$ cat config.mk
export PLATFORM = sky130hd
export DESIGN_NAME = cwsd_top
export DESIGN_NICKNAME = d
export VERILOG_FILES = /design/src/rtl/cwsd_pkg.sv /design/src/rtl/cwsd_edge_delay.sv /design/src/rtl/cwsd_top.sv
export SDC_FILE = /design/constraint.sdc
export NUM_CORES = 1
export LEC_CHECK = 0
export BUFFER_PORTS_ARGS = -buffer_cell sky130_fd_sc_hd__buf_4
export CAP_MARGIN = 10
export CORE_MARGIN = 10
export CORE_UTILIZATION = 51
export CTS_CLUSTER_SIZE = 12
export DETAILED_ROUTE_END_ITERATION = 16
export PLACE_DENSITY_LB_ADDON = 0.05
export SETUP_SLACK_MARGIN = 0.1
export SYNTH_ARGS = -nofsm -noshare
export SYNTH_HDL_FRONTEND = slang
export SYNTH_SLANG_ARGS = --single-unit
export TNS_END_PERCENT = 5
$ cat constraint.sdc
create_clock -name sys_clk -period 2.65 [get_ports sys_clk]
set_input_delay 0.3975 -clock sys_clk [delete_from_list [all_inputs] [get_ports sys_clk]]
set_output_delay 0.3975 -clock sys_clk [all_outputs]
set_load 0.1 [all_outputs]
$ cat src/rtl/cwsd_pkg.sv
// shared constants for the shutdown and dead-band control block
package cwsd_pkg;
    // register byte addresses on the avalon slave
    localparam logic [4:0] CWSD_ADDR_SHUTDOWN_CTRL = 5'h00;
    localparam logic [4:0] CWSD_ADDR_RISE_COUNT = 5'h04;
    localparam logic [4:0] CWSD_ADDR_FALL_COUNT = 5'h08;
    localparam logic [4:0] CWSD_ADDR_IRQ_STATUS = 5'h0C;
    localparam logic [4:0] CWSD_ADDR_IRQ_ENABLE = 5'h10;
    localparam logic [4:0] CWSD_ADDR_IRQ_CLEAR = 5'h14;
    // shutdown control field positions
    localparam int CWSD_BIT_EVENT_FLAG = 7;
    localparam int CWSD_BIT_AUTO_RESTART = 6;
    localparam int CWSD_BIT_LC_ENABLE = 1;
    localparam int CWSD_BIT_FAULT_ENABLE = 0;
    // dead-band count width
    localparam int CWSD_DB_WIDTH = 6;
    // interrupt status bit positions
    localparam int CWSD_IRQ_SHUTDOWN = 0;
    localparam int CWSD_IRQ_RESTART = 1;
    localparam int CWSD_IRQ_WIDTH = 2;
    // values after reset
    localparam logic [7:0] CWSD_CTRL_RESET = 8'h00;
    localparam logic [5:0] CWSD_DB_POR_RESET = 6'h00;
    localparam logic [1:0] CWSD_IRQ_RESET = 2'h0;
    localparam logic [31:0] CWSD_READ_ZERO = 32'h0000_0000;
    // register selector used by the bus decode
    typedef enum logic [2:0]
    {
        CWSD_SEL_CTRL = 3'b000,
        CWSD_SEL_RISE = 3'b001,
        CWSD_SEL_FALL = 3'b010,
        CWSD_SEL_STAT = 3'b011,
        CWSD_SEL_ENAB = 3'b100,
        CWSD_SEL_CLR = 3'b101,
        CWSD_SEL_NONE = 3'b111
    } cwsd_sel_t;
endpackage

$ cat src/rtl/cwsd_edge_delay.sv
// delays the rising edge of a level by a programmed number of clocks
`timescale 1ns/10ps
module cwsd_edge_delay
    import cwsd_pkg::*;
#(
    parameter int WIDTH = CWSD_DB_WIDTH
)
(
    input wire logic sys_clk,
    input wire logic rst,
    input wire logic levelIn,
    input wire logic [WIDTH-1:0] delayCount,
    output logic levelOut
);
    // elapsed clocks since the level rose
    logic [WIDTH-1:0] elapsed_q;
    // delayed level, high once the count has run out
    logic delayed_q;

    // count while the level is high; a low level drops the output at once
    always_ff @(posedge sys_clk)
    begin
        if (rst || !levelIn)
        begin
            elapsed_q <= '0;
            delayed_q <= 1'b0;
        end
        else if (!delayed_q)
        begin
            // level high for delayCount clocks, so N..N+1 counts of dead band
            if (elapsed_q == delayCount - WIDTH'(1))
            begin
                delayed_q <= 1'b1;
            end
            else
            begin
                elapsed_q <= elapsed_q + WIDTH'(1);
            end
        end
    end

    // a zero count bypasses the delay path entirely; otherwise the
    // output is gated by the live level so a fall drops it in the same
    // cycle, which keeps the full N counts between the two outputs
    always_comb
    begin
        if (delayCount == '0)
        begin
            levelOut = levelIn;
        end
        else
        begin
            levelOut = levelIn && delayed_q;
        end
    end
endmodule

$ cat src/rtl/cwsd_top.sv
// auto-shutdown control and dead-band timing with an avalon slave
// Summary of operation
// - enabled shutdown sets flag, disables both outputs
// - flag clear lets output enables act normally
// - restart enable bit allows or blocks restart
// - enabled logic cell high output causes shutdown
// - enabled fault input low causes shutdown
// - unimplemented control and count bits read zero
// - rising count N gives N..N+1 delay
// - falling count N delays; zero bypasses dead band
// - flag software writable, hardware set and clear
//
// Chosen here: the register addresses and register access over Avalon-MM.
`timescale 1ns/10ps
module cwsd_top
    import cwsd_pkg::*;
#(
    parameter int DB_WIDTH = CWSD_DB_WIDTH
)
(
    input wire logic sys_clk,
    input wire logic rst,
    input wire logic porRst,
    input wire logic [4:0] avs_address,
    input wire logic avs_read,
    input wire logic avs_write,
    input wire logic [31:0] avs_writedata,
    input wire logic [3:0] avs_byteenable,
    output logic [31:0] avs_readdata,
    output logic avs_waitrequest,
    input wire logic waveIn,
    input wire logic output_a_enable,
    input wire logic output_b_enable,
    input wire logic logic_cell_one_output,
    input wire logic fault_input,
    output logic waveOutA,
    output logic waveOutB,
    output logic irq
);
    // synchroniser stages for the two shutdown sources
    logic lcMeta_q;
    logic lcSync_q;
    logic faultMeta_q;
    logic faultSync_q;
    // shutdown control bits
    logic shutdown_event_flag;
    logic auto_restart_enable;
    logic logic_cell_shutdown_enable;
    logic fault_shutdown_enable;
    // dead-band counts, never cleared by the ordinary reset
    logic [DB_WIDTH-1:0] rising_deadband_value;
    logic [DB_WIDTH-1:0] falling_deadband_value;
    // interrupt status and enable
    logic [CWSD_IRQ_WIDTH-1:0] irqStatus_q;
    logic [CWSD_IRQ_WIDTH-1:0] irqEnable_q;
    // bus handshake state
    logic ack_q;
    logic [31:0] readData_q;
    // decoded access
    cwsd_sel_t busSel;
    logic wrStrobe;
    logic lowByteWr;
    // shutdown source and hardware events
    logic sourceActive;
    logic hwSet;
    logic hwRestart;
    logic swCtlWr;
    // delayed waveforms before output gating
    logic delayedA;
    logic delayedB;
    // registered outputs
    logic waveOutA_q;
    logic waveOutB_q;

    // map a byte address to a register selector
    function automatic cwsd_sel_t decodeAddr(input logic [4:0] addr);
        cwsd_sel_t sel;
        sel = CWSD_SEL_NONE;
        if (addr == CWSD_ADDR_SHUTDOWN_CTRL)
        begin
            sel = CWSD_SEL_CTRL;
        end
        else if (addr == CWSD_ADDR_RISE_COUNT)
        begin
            sel = CWSD_SEL_RISE;
        end
        else if (addr == CWSD_ADDR_FALL_COUNT)
        begin
            sel = CWSD_SEL_FALL;
        end
        else if (addr == CWSD_ADDR_IRQ_STATUS)
        begin
            sel = CWSD_SEL_STAT;
        end
        else if (addr == CWSD_ADDR_IRQ_ENABLE)
        begin
            sel = CWSD_SEL_ENAB;
        end
        else if (addr == CWSD_ADDR_IRQ_CLEAR)
        begin
            sel = CWSD_SEL_CLR;
        end
        return sel;
    endfunction

    // build the control byte; bits 5..2 are unimplemented and read zero
    function automatic logic [7:0] ctlByte(input logic f, input logic r,
        input logic l, input logic t);
        return {f, r, 4'h0, l, t};
    endfunction

    // two flip-flops on each source; only the second stage is read
    always_ff @(posedge sys_clk)
    begin
        if (rst)
        begin
            lcMeta_q <= 1'b0;
            lcSync_q <= 1'b0;
            faultMeta_q <= 1'b1;
            faultSync_q <= 1'b1;
        end
        else
        begin
            lcMeta_q <= logic_cell_one_output;
            lcSync_q <= lcMeta_q;
            faultMeta_q <= fault_input;
            faultSync_q <= faultMeta_q;
        end
    end

    // one wait state per access keeps read data on a flop
    assign busSel = decodeAddr(avs_address);
    assign avs_waitrequest = (avs_read || avs_write) && !ack_q;
    assign wrStrobe = avs_write && !avs_waitrequest;
    // all registers live in byte lane 0
    assign lowByteWr = wrStrobe && avs_byteenable[0];
    assign swCtlWr = lowByteWr && (busSel == CWSD_SEL_CTRL);

    // acknowledge flop toggles the handshake
    always_ff @(posedge sys_clk)
    begin
        if (rst)
        begin
            ack_q <= 1'b0;
        end
        else
        begin
            ack_q <= (avs_read || avs_write) && !ack_q;
        end
    end

    // read data captured in the wait cycle, held for the answer cycle
    always_ff @(posedge sys_clk)
    begin
        if (rst)
        begin
            readData_q <= CWSD_READ_ZERO;
        end
        else if (avs_read && !ack_q)
        begin
            readData_q <= CWSD_READ_ZERO;
            if (busSel == CWSD_SEL_CTRL)
            begin
                readData_q[7:0] <= ctlByte(shutdown_event_flag,
                    auto_restart_enable, logic_cell_shutdown_enable,
                    fault_shutdown_enable);
            end
            else if (busSel == CWSD_SEL_RISE)
            begin
                // upper bits stay zero
                readData_q[DB_WIDTH-1:0] <= rising_deadband_value;
            end
            else if (busSel == CWSD_SEL_FALL)
            begin
                readData_q[DB_WIDTH-1:0] <= falling_deadband_value;
            end
            else if (busSel == CWSD_SEL_STAT)
            begin
                readData_q[CWSD_IRQ_WIDTH-1:0] <= irqStatus_q;
            end
            else if (busSel == CWSD_SEL_ENAB)
            begin
                readData_q[CWSD_IRQ_WIDTH-1:0] <= irqEnable_q;
            end
        end
    end
    assign avs_readdata = readData_q;

    // any enabled source asks for shutdown
    assign sourceActive = (logic_cell_shutdown_enable && lcSync_q)
        || (fault_shutdown_enable && !faultSync_q);
    assign hwSet = sourceActive && !shutdown_event_flag;
    // restart only when allowed and every enabled source is idle
    assign hwRestart = shutdown_event_flag && auto_restart_enable
        && !sourceActive && !swCtlWr;

    // event flag: hardware set beats a software clear in the same cycle
    always_ff @(posedge sys_clk)
    begin
        if (rst)
        begin
            shutdown_event_flag <= CWSD_CTRL_RESET[CWSD_BIT_EVENT_FLAG];
        end
        else if (sourceActive)
        begin
            shutdown_event_flag <= 1'b1;
        end
        else if (swCtlWr)
        begin
            // software may force or clear a shutdown
            shutdown_event_flag <= avs_writedata[CWSD_BIT_EVENT_FLAG];
        end
        else if (hwRestart)
        begin
            shutdown_event_flag <= 1'b0;
        end
    end

    // remaining control bits, cleared by rst only; porRst leaves them
    always_ff @(posedge sys_clk)
    begin
        if (rst)
        begin
            auto_restart_enable <= CWSD_CTRL_RESET[CWSD_BIT_AUTO_RESTART];
            logic_cell_shutdown_enable <=
                CWSD_CTRL_RESET[CWSD_BIT_LC_ENABLE];
            fault_shutdown_enable <= CWSD_CTRL_RESET[CWSD_BIT_FAULT_ENABLE];
        end
        else if (swCtlWr)
        begin
            auto_restart_enable <= avs_writedata[CWSD_BIT_AUTO_RESTART];
            logic_cell_shutdown_enable <=
                avs_writedata[CWSD_BIT_LC_ENABLE];
            fault_shutdown_enable <= avs_writedata[CWSD_BIT_FAULT_ENABLE];
        end
    end

    // dead-band counts: only power-on reset loads them, rst leaves them
    always_ff @(posedge sys_clk)
    begin
        if (porRst)
        begin
            rising_deadband_value <= DB_WIDTH'(CWSD_DB_POR_RESET);
            falling_deadband_value <= DB_WIDTH'(CWSD_DB_POR_RESET);
        end
        else if (lowByteWr && busSel == CWSD_SEL_RISE)
        begin
            rising_deadband_value <= avs_writedata[DB_WIDTH-1:0];
        end
        else if (lowByteWr && busSel == CWSD_SEL_FALL)
        begin
            falling_deadband_value <= avs_writedata[DB_WIDTH-1:0];
        end
    end

    // sticky interrupt status; a new event wins over a clear
    always_ff @(posedge sys_clk)
    begin
        if (rst)
        begin
            irqStatus_q <= CWSD_IRQ_RESET;
        end
        else
        begin
            if (lowByteWr && busSel == CWSD_SEL_CLR)
            begin
                irqStatus_q <= irqStatus_q
                    & ~avs_writedata[CWSD_IRQ_WIDTH-1:0];
            end
            if (hwSet)
            begin
                irqStatus_q[CWSD_IRQ_SHUTDOWN] <= 1'b1;
            end
            if (hwRestart)
            begin
                irqStatus_q[CWSD_IRQ_RESTART] <= 1'b1;
            end
        end
    end

    // interrupt enable register
    always_ff @(posedge sys_clk)
    begin
        if (rst)
        begin
            irqEnable_q <= CWSD_IRQ_RESET;
        end
        else if (lowByteWr && busSel == CWSD_SEL_ENAB)
        begin
            irqEnable_q <= avs_writedata[CWSD_IRQ_WIDTH-1:0];
        end
    end
    assign irq = |(irqStatus_q & irqEnable_q);

    // rising dead band on the true output
    cwsd_edge_delay #(
        .WIDTH(DB_WIDTH)
    ) riseDelay (
        .sys_clk(sys_clk),
        .rst(rst),
        .levelIn(waveIn),
        .delayCount(rising_deadband_value),
        .levelOut(delayedA)
    );

    // falling dead band on the complement output
    cwsd_edge_delay #(
        .WIDTH(DB_WIDTH)
    ) fallDelay (
        .sys_clk(sys_clk),
        .rst(rst),
        .levelIn(!waveIn),
        .delayCount(falling_deadband_value),
        .levelOut(delayedB)
    );

    // output gating; the flag overrides both enables
    always_ff @(posedge sys_clk)
    begin
        if (rst)
        begin
            waveOutA_q <= 1'b0;
            waveOutB_q <= 1'b0;
        end
        else
        begin
            waveOutA_q <= delayedA && output_a_enable
                && !shutdown_event_flag;
            waveOutB_q <= delayedB && output_b_enable
                && !shutdown_event_flag;
        end
    end
    assign waveOutA = waveOutA_q;
    assign waveOutB = waveOutB_q;

    // checks kept beside the logic they guard
    AST_SOURCE_SETS_FLAG: assert property (
        @(posedge sys_clk) disable iff (rst)
        sourceActive |=> shutdown_event_flag)
        else $error("enabled source did not set the flag");

    AST_SHUTDOWN_OUTPUTS_OFF: assert property (
        @(posedge sys_clk) disable iff (rst)
        shutdown_event_flag |=> !waveOutA && !waveOutB)
        else $error("output active during shutdown");

    AST_NORMAL_OUTPUT: assert property (
        @(posedge sys_clk) disable iff (rst)
        !shutdown_event_flag && output_a_enable && delayedA |=> waveOutA)
        else $error("output A blocked without shutdown");

    AST_RESTART_BLOCKED: assert property (
        @(posedge sys_clk) disable iff (rst)
        shutdown_event_flag && !auto_restart_enable && !swCtlWr
        |=> shutdown_event_flag)
        else $error("flag cleared with restart disabled");

    AST_AUTO_RESTART: assert property (
        @(posedge sys_clk) disable iff (rst)
        shutdown_event_flag && auto_restart_enable && !sourceActive
        && !swCtlWr |=> !shutdown_event_flag)
        else $error("auto restart did not clear the flag");

    AST_LC_HIGH: assert property (
        @(posedge sys_clk) disable iff (rst)
        logic_cell_shutdown_enable && lcSync_q |=> shutdown_event_flag)
        else $error("logic cell high did not shut down");

    AST_SOURCES_IGNORED: assert property (
        @(posedge sys_clk) disable iff (rst)
        !logic_cell_shutdown_enable && !fault_shutdown_enable
        && !shutdown_event_flag && !swCtlWr |=> !shutdown_event_flag)
        else $error("disabled source caused shutdown");

    AST_FAULT_LOW: assert property (
        @(posedge sys_clk) disable iff (rst)
        fault_shutdown_enable && !faultSync_q |=> shutdown_event_flag)
        else $error("fault low did not shut down");

    AST_CTRL_ZERO_BITS: assert property (
        @(posedge sys_clk) disable iff (rst)
        avs_read && !avs_waitrequest
        |-> avs_readdata[31:8] == 24'h00_0000
        && (busSel != CWSD_SEL_CTRL || avs_readdata[5:2] == 4'h0)
        && (busSel == CWSD_SEL_CTRL || avs_readdata[7:6] == 2'h0))
        else $error("unimplemented bits read nonzero");

    AST_RISE_ONE_COUNT: assert property (
        @(posedge sys_clk) disable iff (rst || porRst)
        $rose(waveIn) && rising_deadband_value == 6'h01
        ##1 waveIn |-> delayedA ##1 waveIn |-> waveOutA == output_a_enable
        || shutdown_event_flag)
        else $error("rising dead band of one count wrong");

    AST_FALL_BYPASS: assert property (
        @(posedge sys_clk) disable iff (rst || porRst)
        falling_deadband_value == 6'h00 && output_b_enable
        && !shutdown_event_flag |=> waveOutB == !$past(waveIn))
        else $error("zero falling count not bypassed");

    AST_COUNTS_KEPT: assert property (
        @(posedge sys_clk)
        rst && !porRst && !wrStrobe |=> $stable(rising_deadband_value)
        && $stable(falling_deadband_value))
        else $error("dead-band count lost across reset");

    AST_RESET_CLEARS_CTRL: assert property (
        @(posedge sys_clk)
        rst |=> !shutdown_event_flag && !auto_restart_enable
        && !logic_cell_shutdown_enable && !fault_shutdown_enable)
        else $error("control bits not cleared by reset");
endmodule

After elaboration in Yosys (flattened, before gate mapping)
Cells that the tools add are included.
Widths: inputs -> output; s select.
- $add $sub $neg: 4
- equality and inequality tests: 12
- muxes and demuxes: 25
- bitwise logic cells: 8
- reductions and logical operators: 43
- operators with widths (cell ; number):
    $logic_and 1x1->1 ; 21
    $mux 2 ; 7
    $add 6x1->6 const B ; 2
    $eq 6x6->1 ; 2
    $logic_not 6->1 ; 2
    $mux 3 ; 4
    $mux 6 ; 2
    $sub 6x1->6 const B ; 2
    $mux 1 ; 11
    $eq 5x4->1 const B ; 2
    $eq 5x5->1 const B ; 2
    $logic_not 1->1 ; 7
    $eq 3x2->1 const B ; 2
    $eq 3x3->1 const B ; 2
    $reduce_and 2->1 ; 3
    $eq 5x3->1 const B ; 1
    $logic_not 5->1 ; 1
    $not 1->1 ; 5
    $and 2x2->2 ; 2
    $logic_or 1x1->1 ; 4
    $mux 4 ; 1
    $reduce_bool 2->1 ; 2
    $eq 3x1->1 const B ; 1
    $logic_not 3->1 ; 1
    3 further kinds ; 3
- register bits after elaboration: 49
- input port bits: 51
- output and inout port bits: 36
- word-level logic and storage cells: 113

Depth between registers and ports, before layout
Gate-level depths: netlist of run 1.
- depth after elaboration: 14
- mapped depth: 7
- depth with buffers taken out: 7

Cells and area by module
Synthesis of run 1 repeated with hierarchy kept, for this count alone.
- cells, all modules: 306
- area, all modules: 2693.8 µm²
- by module, submodules not included (module ; times used ; cells each ; area each (µm²) ; seq. area each (µm²)):
    cwsd_top ; 1 ; 184 ; 1645.3 ; 700.7
    cwsd_edge_delay ; 2 ; 61 ; 524.3 ; 140.1

Least setup slack after synthesis of run 1
OpenSTA, ideal clock, no wires.
- path kind: in2out
- from: in avs_read
- to: out avs_waitrequest
- arrival: 1693 ps
- required time: 2253 ps
- slack: 559 ps
- stages on the path: 2
- path buffers: 0
- cells stage by stage: nor2_1 > nor2_1
- cells in the longest elaborated chain, start to end: 2
- ends and longest elaborated chain (element ; RTL line ; RTL):
    from (decl) ; cwsd_top.sv:25 ; input wire logic avs_read,
    $logic_or 1x1->1 ; cwsd_top.sv:133 ; assign avs_waitrequest = (avs_read || avs_write) && !ack_q;
    $logic_and 1x1->1 ; cwsd_top.sv:133 ;
    to (decl) ; cwsd_top.sv:30 ; output logic avs_waitrequest,
Every way passes these cells.

Worst setup path after layout of run 1
- from: reg rising_deadband_value[0]
- to: reg riseDelay.elapsed_q[3]
- cells in the longest elaborated chain, start to end: 4
- ends and longest elaborated chain (element ; RTL line ; RTL):
    from (decl) ; cwsd_top.sv:51 ; logic [DB_WIDTH-1:0] rising_deadband_value;
    from (signal assigned) ; cwsd_top.sv:243 ; rising_deadband_value <= DB_WIDTH'(CWSD_DB_POR_RESET);
    from (signal assigned) ; cwsd_top.sv:248 ; rising_deadband_value <= avs_writedata[DB_WIDTH-1:0];
    $sub 6x1->6 ; cwsd_edge_delay.sv:31 ; if (elapsed_q == delayCount - WIDTH'(1))
    $eq 6x6->1 ; cwsd_edge_delay.sv:31 ;
    $not 1->1 (no line) ; -- ;
    $reduce_and 2->1 (no line) ; -- ;
    to (signal assigned) ; cwsd_edge_delay.sv:37 ; elapsed_q <= elapsed_q + WIDTH'(1);
    to (decl) ; cwsd_edge_delay.sv:16 ; logic [WIDTH-1:0] elapsed_q;
Every way passes these cells.
A chain may end at the register's enable or synchronous reset.

==> impl_metrics.json, run 1 <==
{
  "status": "completed",
  "clock_skew_ps": 5.82,
  "hold_path_class": "in -> reg",
  "powerDensity_nw_per_um2": 516,
  "synth_ff_type": "dfxtp_1",
  "die_h_um": 91.9,
  "fin_setup_tns_ps": 0,
  "core_um2": 5070,
  "hold_buffers": 0,
  "io_buffers": 35,
  "postSynthAreaPerCell_um2": 8.45,
  "cts_buffer_depth": 2,
  "dieArea_um2": 8450,
  "startpoint_type": "flop",
  "wl_per_cell_um": 14.1,
  "synth.top_cell.area_share_pct": 37.2,
  "pin_count": 87,
  "synth-seq-area-share_pct": 37.2,
  "drt_iter0_drc": 104,
  "dp_slack_ps": 555,
  "finalSetupViolCount": 0,
  "grt_pass1_wl_mm": 9.87,
  "viasPerCell": 5.16,
  "drive_gt1_share_pct": 15.0,
  "critPathMaxStageDelay_ps": 490,
  "crit_required_ps": 2830,
  "post-route-period-util_pct": 78.8,
  "netlist.top_cell.by_area": "dfxtp_1",
  "critPathKind": "reg -> reg",
  "place_hpwl_mm": 4.42,
  "antennaDiodeCount": 0,
  "cp.buffers_inverters": 1,
  "netlist_top_cells_area": "dfxtp_1, mux2i_1, buf_4",
  "final-hold-violation-count": 0,
  "cts_tree": "yes",
  "grt.overflow.total": 0,
  "cp_top_family": "compound AO/OA/AOI/OAI gates",
  "synth_warnings": 0,
  "fillers": 498,
  "syn_to_final_growth_pct": 11.1,
  "synth-edff-count": 0,
  "insertion_delay_ps": 300,
  "relSlewSlack_pct": 40.5,
  "drc_errors": 0,
  "ys_async_sr_fraction_pct": 0,
  "crit_path_top_delay_cell": "dfxtp_1",
  "cap_viol_max_count": 0,
  "cts_root_buffer": "clkbuf_8",
  "yosys_register_bits": 49,
  "ctsResizeCount": 0,
  "crit_path_cell_trace": "inv_1 -> ha_1 -> xor2_1 -> o211ai_1 -> a211oi_1 -> a211oi_1 -> mux2i_1",
  "grt_max_degree": 30,
  "layout_setup_ws_ps": 560,
  "antenna_found_initial": 0,
  "syn_area_um2": 2640,
  "cts.sinks": 49,
  "worstPathArrival_ps": 2270,
  "leakage_nw": 1.13,
  "min_period_ps": 2090,
  "critPathMaxFanout": 7,
  "grt_usage_pct": 13.7,
  "via_count": 2122,
  "maxSlewViolCount": 0,
  "clkTransAtPathRegs_ps": 90,
  "tightest_slew_ps": 891,
  "holdWs_ps": 280,
  "ant_nets": 0,
  "grt_pass1_vias": 2048,
  "synth_cell_types": 45,
  "drtPass1Iterations": 4,
  "fmax_mhz": 479,
  "cts_setup_buffers": 0,
  "fp-row-count": 26,
  "routabilityCongestion": 0.803,
  "die-width_um": 91.9,
  "postSynthCellCount": 312,
  "start_util_pct": 52.0,
  "htree_levels": 2,
  "cp_common_cell": "a211oi_1",
  "crit_path_end_kind": "flop",
  "wl_mm": 5.78,
  "rsz0062_at_grt": "no",
  "peakVddDrop_mv": 0.270,
  "cts-buffers-inserted": 5,
  "total_power_mw": 1.51,
  "finalNetCount": 396
}
layout by cell type (no fill, tap or decap), types with 2 or more instances in the layout:
cell type,instances
dfxtp_1,49
buf_4,36
nand2_1,34
nor2_1,28
mux2i_1,25
conb_1,24
a21oi_1,20
nor3_1,12
nand2b_1,10
nand3_1,10
nor2b_1,7
xnor2_1,7
or3_1,7
inv_1,6
a211oi_1,6
a221oi_1,6
xor2_1,5
ha_1,5
clkbuf_8,5
nand4_1,4
o21bai_1,3
nor4bb_1,2
nor3b_1,2
o211ai_1,2
and3b_1,2
o21ai_0,2
a31oi_1,2
or2_2,2
and2_1,2
clkinv_2,2
cell type report:
type,instances,area (um2),area share [%]
Sequential cell,49,981,33.5
Inverter,6,22.5,0.769
Timing Repair Buffer,36,270,9.23
Tap cell,70,87.6,2.99
Clock inverter,2,10.0,0.342
Multi-Input combinational cell,242,1490,50.7
Clock buffer,6,72.6,2.48
registers in the layout, indices dropped and copies added, names as in the netlist, 2 cells and up:
name / cells
riseDelay.elapsed_q: 6
fallDelay.elapsed_q: 6
avs_readdata: 8
falling_deadband_value: 6
irqStatus_q: 2
rising_deadband_value: 6
irqEnable_q: 2
path summary, 6_finish.rpt:
| check | from | end | slack, ps | cells past startpoint |
|---|---|---|---|---|
| hold / removal | fault_input | faultMeta_q$_SDFF_PP1_ | 280 | 2 |
| hold reg to reg | faultMeta_q$_SDFF_PP1_ | faultSync_q$_SDFF_PP1_ | 420 | 1 |
| setup / recovery | rising_deadband_value[0]$_SDFFE_PP0P_ | riseDelay.elapsed_q[3]$_SDFFE_PP0P_ | 560 | 7 |
| setup reg to reg | rising_deadband_value[0]$_SDFFE_PP0P_ | riseDelay.elapsed_q[3]$_SDFFE_PP0P_ | 560 | 7 |
layer usage:
metal,GRT usage (%),share of wire [%],wire length [um],vias to the layer above
li1,-,-,-,1100
met1,17.5,48,2750,973
met2,22.1,47,2690,45
met3,3.83,5.0,291,4
met4,3.86,0.74,43,0
met5,0,0,0,-
metrics by stage:
step | utilization, % | instances | cell area, um2
floorplan | - | 335 | 2720
global placement | 56.1 | 403 | 2850
detailed placement | 56.1 | 403 | 2850
CTS | 57.7 | 411 | 2930
global route | 57.7 | 411 | 2930
finish | 57.7 | 411 | 2930
report_power, final:
part	internal (mW)	switching, mW	leakage, nW
logic	0.0562	0.268	0.688
registers	0.751	0.00989	0.398
clock network	0.184	0.245	0.0450
worst reg2reg max path: stages, from the launching register on:
cell	delay (ps)
dfxtp_1	490
inv_1	110
ha_1	320
xor2_1	130
o211ai_1	100
a211oi_1	490
a211oi_1	200
mux2i_1	150
logic make-up (layout without fill, tap and decap cells):
kind of cell | count (synthesis) | count (layout) | share of synthesized area, %
compound gates | 47 | 47 | 12.0
xor+xnor | 12 | 12 | 3.98
fa+ha+maj | 5 | 5 | 2.37
buf+inv | 44 | 50 | 9.77
flops | 49 | 49 | 37.2
mux | 25 | 25 | 9.49
other cells | 1 | 24 | 0.142
simple gates | 129 | 129 | 25.1
synthesized netlist by cell type (2+ instances only):
master / number
nor3_1: 12
a31oi_1: 2
nor4bb_1: 2
dfxtp_1: 49
nand2_1: 34
inv_1: 6
o21bai_1: 3
xor2_1: 5
or3_1: 7
or2_2: 2
a21oi_1: 20
nor3b_1: 2
and2_1: 2
and3b_1: 2
o21ai_0: 2
nand4_1: 4
mux2i_1: 25
buf_4: 24
o211ai_1: 2
xnor2_1: 7
a221oi_1: 6
nand3_1: 10
a211oi_1: 6
nand2b_1: 10
nor2_1: 28
nor2b_1: 7
ha_1: 5
clkbuf_1: 11
Power figures use the tool's default switching activity.
==> inputs of run 2 (changes only) <==
- clock period: 2.65 -> 2 ns (I/O delays scaled with it)
==> impl_metrics.json, run 2 (synthesized netlist as in run 1, its figures left out) <==
{
  "status": "completed",
  "layout_setup_ws_ps": 104,
  "cts_buffer_depth": 2,
  "io_buffers": 35,
  "antenna_found_initial": 0,
  "dp_slack_ps": 45.2,
  "grt_pass1_vias": 2080,
  "grt_pass1_wl_mm": 10.1,
  "pin_count": 87,
  "dpl_cell_area_um2": 2950,
  "peakVddDrop_mv": 0.376,
  "cp.buffers_inverters": 2,
  "via_count": 2160,
  "drive_gt1_share_pct": 19.4,
  "htree_levels": 2,
  "dieArea_um2": 8450,
  "cp_top_family": "compound AO/OA/AOI/OAI gates",
  "leakage_nw": 1.23,
  "die_h_um": 91.9,
  "fillers": 472,
  "die-width_um": 91.9,
  "startpoint_type": "flop",
  "fp-row-count": 26,
  "cts_tree": "yes",
  "insertion_delay_ps": 300,
  "hold_path_class": "in -> reg",
  "final_area_um2": 3120,
  "tightest_slew_ps": 504,
  "critPathKind": "reg -> reg",
  "cts_root_buffer": "clkbuf_8",
  "place_hpwl_mm": 4.62,
  "antennaDiodeCount": 0,
  "post-route-period-util_pct": 94.8,
  "cts.sinks": 49,
  "place_inst": 417,
  "clock_skew_ps": 11.4,
  "worstPathArrival_ps": 2130,
  "holdWs_ps": 172,
  "grt_max_degree": 30,
  "cts-buffers-inserted": 5,
  "syn_to_final_growth_pct": 18.3,
  "layout_common_cells": "buf_4, dfxtp_1, nand2_1, nor2_1, mux2i_1",
  "clkTransAtPathRegs_ps": 100,
  "crit_path_cell_trace": "inv_1 -> ha_1 -> and3b_1 -> o21ai_1 -> a31oi_4 -> buf_4 -> a211oi_1 -> mux2i_1",
  "drt_iter0_drc": 72,
  "utilization_pct": 61.5,
  "wl_per_cell_um": 14.4,
  "final-hold-violation-count": 0,
  "critPathMaxFanout": 4,
  "drtPass1Iterations": 4,
  "powerDensity_nw_per_um2": 731,
  "drc_errors": 0,
  "wl_mm": 6.10,
  "hold_buffers": 0,
  "total_power_mw": 2.28,
  "routabilityCongestion": 0.775,
  "crit_path_end_kind": "flop",
  "cap_viol_max_count": 0,
  "min_period_ps": 1900,
  "grt.overflow.total": 0,
  "finalSetupViolCount": 0,
  "crit_required_ps": 2230,
  "largest_reg_flops": 8,
  "fin_setup_tns_ps": 0,
  "finalNetCount": 410,
  "rsz0062_at_grt": "yes",
  "grt_usage_pct": 14.3,
  "critPathMaxStageDelay_ps": 350,
  "fmax_mhz": 528,
  "viasPerCell": 5.08,
  "ant_nets": 0,
  "relSlewSlack_pct": 66.3,
  "crit_path_top_delay_cell": "dfxtp_1",
  "instances_no_fill": 425,
  "final_common_cell": "buf_4",
  "start_util_pct": 52.0,
  "core_um2": 5070,
  "maxSlewViolCount": 0
}
==> run 2: timing repair <==
action                     in CTS  in global routing
resized for setup               2                  5
buffers inserted                0                  0
gates cloned                    0                  0
setup endpoints to repair       3                 13
==> run 2: layout make-up <==
cell class	instances	area [um2]	area share [%]
tap	70	87.6	2.81
multi-input combinational	242	1520	48.7
timing repair buffer	50	375	12.0
sequential	49	981	31.4
clock buffer	5	68.8	2.21
clock inverter	3	65.1	2.09
inverter	6	22.5	0.722
==> run 2: worst paths after layout <==
| check | slack (ps) | end | startpoint | cells past startpoint |
|---|---|---|---|---|
| worst max register to register | 100 | fallDelay.elapsed_q[4]$_SDFFE_PP0P_ | falling_deadband_value[0]$_SDFFE_PP0P_ | 8 |
| worst min-delay path | 170 | faultMeta_q$_SDFF_PP1_ | fault_input | 2 |
| worst min register to register | 420 | faultSync_q$_SDFF_PP1_ | faultMeta_q$_SDFF_PP1_ | 1 |
| worst max-delay path | 100 | fallDelay.elapsed_q[4]$_SDFFE_PP0P_ | falling_deadband_value[0]$_SDFFE_PP0P_ | 8 |
==> run 2: power by group <==
group	internal, mW	leakage [nW]	switching (mW)	total [mW]
registers	0.995	0.398	0.0131	1.01
logic	0.0787	0.768	0.356	0.435
clock network	0.497	0.0681	0.341	0.838
total	1.57	1.23	0.711	2.28
==> run 2: metal layers <==
layer  track usage [%]  up-vias  share of wire (%)
li1                  -     1116                  -
met1              17.8      988                 45
met2              22.8       50                 47
met3              4.24        6                6.1
met4              5.01        0                1.2
met5                 0        -                  0
==> run 2: worst register-to-register path, delay by kind of cell, from the launching register on <==
family                     cells  cell delay, ps
and+or+nand+nor                1             180
buffers and inverters          2             220
DFF                            1             350
muxes                          1             220
adders and majority gates      1             230
AOI/OAI and AO/OA              3             630
==> inputs of run 3 (changes only) <==
- RECOVER_POWER: default -> 25
- SYNTH_HIERARCHICAL: default -> 1
==> impl_metrics.json, run 3 <==
{
  "status": "complete, but fails checks",
  "grt_max_degree": 29,
  "cts_root_buffer": "clkbuf_8",
  "wl_mm": 6.12,
  "place_hpwl_mm": 4.82,
  "grt.overflow.total": 0,
  "p_sw_mw": 0.668,
  "powerDensity_nw_per_um2": 660,
  "synth_warnings": 6,
  "crit_path_cell_trace": "or3_4 -> or4_4 -> a2111oi_4 -> a21oi_2 -> nand4_1 -> mux2i_1",
  "min_period_ps": 2080,
  "dpl_cell_area_um2": 3070,
  "die-width_um": 92.7,
  "finalNetCount": 415,
  "internal-power_mw": 1.43,
  "clkTransAtPathRegs_ps": 90,
  "cts_buffer_depth": 2,
  "core_um2": 5110,
  "utilization_pct": 62.4,
  "cts_tree": "yes",
  "postSynthCellCount": 306,
  "maxSlewViolCount": 0,
  "syn_area_um2": 2690,
  "cp_top_family": "simple AND/OR/NAND/NOR gates",
  "htree_levels": 2,
  "rsz0062_at_grt": "yes",
  "netlist.top_cell.by_area": "dfxtp_1",
  "ys_async_sr_fraction_pct": 0,
  "ant_nets": 0,
  "syn_to_final_growth_pct": 18.3,
  "layout_setup_ws_ps": -83.2,
  "leakage_nw": 1.36,
  "yosys-top-cells-count": "dfxtp_1, nor2_1, buf_4",
  "dieArea_um2": 8590,
  "cap_viol_max_count": 0,
  "fp-row-count": 26,
  "clock_skew_ps": 6.00,
  "final-hold-violation-count": 0,
  "relSlewSlack_pct": 63.7,
  "antennaDiodeCount": 0,
  "hold_path_class": "in -> reg",
  "synth-edff-count": 0,
  "io_buffers": 35,
  "wl_per_cell_um": 14.3,
  "postSynthAreaPerCell_um2": 8.80,
  "cp.buffers_inverters": 0,
  "routabilityCongestion": 0.857,
  "layout_common_cells": "nor2_1, buf_4, dfxtp_1, conb_1, xnor2_1",
  "start_util_pct": 52.7,
  "die_h_um": 92.7,
  "via_count": 2200,
  "critPathMaxStageDelay_ps": 430,
  "multi_input_area_um2": 1540,
  "worstPathArrival_ps": 2300,
  "cts.sinks": 49,
  "crit_path_top_delay_cell": "or4_4",
  "viasPerCell": 5.13,
  "tightest_slew_ps": 547,
  "area.sequential_um2": 996,
  "antenna_found_initial": 0,
  "crit_required_ps": 2220,
  "hold_buffers": 0,
  "post-route-period-util_pct": 104,
  "synth.top_cell.area_share_pct": 36.4,
  "final_area_um2": 3190,
  "instances_no_fill": 429,
  "p_comb_share_pct": 18.7,
  "drtPass1Iterations": 4,
  "power.share.sequential_pct": 47.5,
  "total_power_mw": 2.10,
  "netlist_top_cells_area": "dfxtp_1, mux2i_1, buf_4",
  "fin_setup_tns_ps": -295,
  "fmax_mhz": 480,
  "fillers": 476,
  "cts-buffers-inserted": 5,
  "peakVddDrop_mv": 0.611,
  "synth_ff_type": "dfxtp_1",
  "path_depth": 6,
  "grt_usage_pct": 14.1,
  "synth_cell_types": 45,
  "yosysMostFrequentCell": "dfxtp_1",
  "critPathMaxFanout": 6,
  "synth-seq-area-share_pct": 36.4,
  "yosys_register_bits": 49,
  "pin_count": 87,
  "pwr-share-clk_pct": 33.7,
  "violations": "negative setup slack",
  "drc_errors": 0,
  "switching_share_pct": 31.8,
  "drive_gt1_share_pct": 24.5,
  "crit_path_end_kind": "flop",
  "worstHoldPathCells": 2,
  "drt_iter0_drc": 95,
  "grt_pass1_wl_mm": 10.2,
  "grt_pass1_vias": 2177,
  "finalSetupViolCount": 10,
  "insertion_delay_ps": 290,
  "startpoint_type": "flop",
  "largest_reg_flops": 8,
  "ff2ff_path_depth": 6,
  "critPathKind": "reg -> reg",
  "place_inst": 421
}
[run 3: worst paths after layout]
kind	startpoint	end	slack, ps
setup / recovery	rising_deadband_value[4]$_SDFFE_PP0P_	riseDelay/elapsed_q[3]$_SDFFE_PP0P_	-80
setup reg to reg	rising_deadband_value[4]$_SDFFE_PP0P_	riseDelay/elapsed_q[3]$_SDFFE_PP0P_	-80
hold reg to reg	faultMeta_q$_SDFF_PP1_	faultSync_q$_SDFF_PP1_	420
hold / removal	fault_input	faultMeta_q$_SDFF_PP1_	180
[run 3: cell type report]
type	count	area share (%)
Clock inverter	3	1.41
Sequential cell	49	31.3
Clock buffer	5	2.16
Multi-Input combinational cell	233	48.4
Tap cell	70	2.75
Timing Repair Buffer	55	12.4
Inverter	14	1.65
[run 3: timing repair]
action                                  in CTS  in global routing
resized for setup                            1                  5
endpoints found under the setup margin      13                 14
buffers inserted                             0                  0
hold endpoints to repair                     0                  0
pin swaps                                    2                  1
[run 3: power groups by stage]
stage / sequential, mW / combinational (mW) / clock (mW)
6_report: 0.999 / 0.394 / 0.708
5_1_grt: 1.00 / 0.413 / 0.768
4_1_cts: 0.999 / 0.396 / 0.732
3_5_place_dp: 1.02 / 0.395 / 0
3_3_place_gp: 1.02 / 0.393 / 0
2_1_floorplan: 1.05 / 0.322 / 0
[run 3: cells by family (layout without fill, tap and decap cells)]
family	count (synthesis)	after routing	share of synthesized area, %
AND/OR/NAND/NOR	113	113	21.5
multiplexers	18	18	6.69
XOR/XNOR	20	20	6.50
flip-flops	49	49	36.4
AO/OA/AOI/OAI	52	52	16.0
buffers and inverters	47	77	10.0
adder cells (fa/ha/maj)	6	6	2.79
other	1	24	0.139
[run 3: worst register-to-register path, cell delays in order (launching register included)]
cell and delay (ps):
dfxtp_2 330, or3_4 380, or4_4 430, a2111oi_4 390
a21oi_2 170, nand4_1 120, mux2i_1 190
[run 3: routing by layer]
| layer | vias to the layer above | global-route usage [%] | routed length (um) |
|---|---|---|---|
| met5 | - | 0 | 0 |
| met4 | 0 | 2.44 | 37 |
| met3 | 4 | 3.79 | 423 |
| met2 | 49 | 24.4 | 2980 |
| met1 | 1028 | 17.3 | 2680 |
| li1 | 1119 | - | - |
[run 3: through the flow]
| step | hold slack (ps) | setup slack, ps |
|---|---|---|
| after floorplan | 365 | 28.3 |
| after global placement | 395 | -45.1 |
| after detailed placement | 404 | -67.1 |
| after CTS | 177 | -88.7 |
| after global routing | 186 | -178 |
| final | 185 | -83.2 |
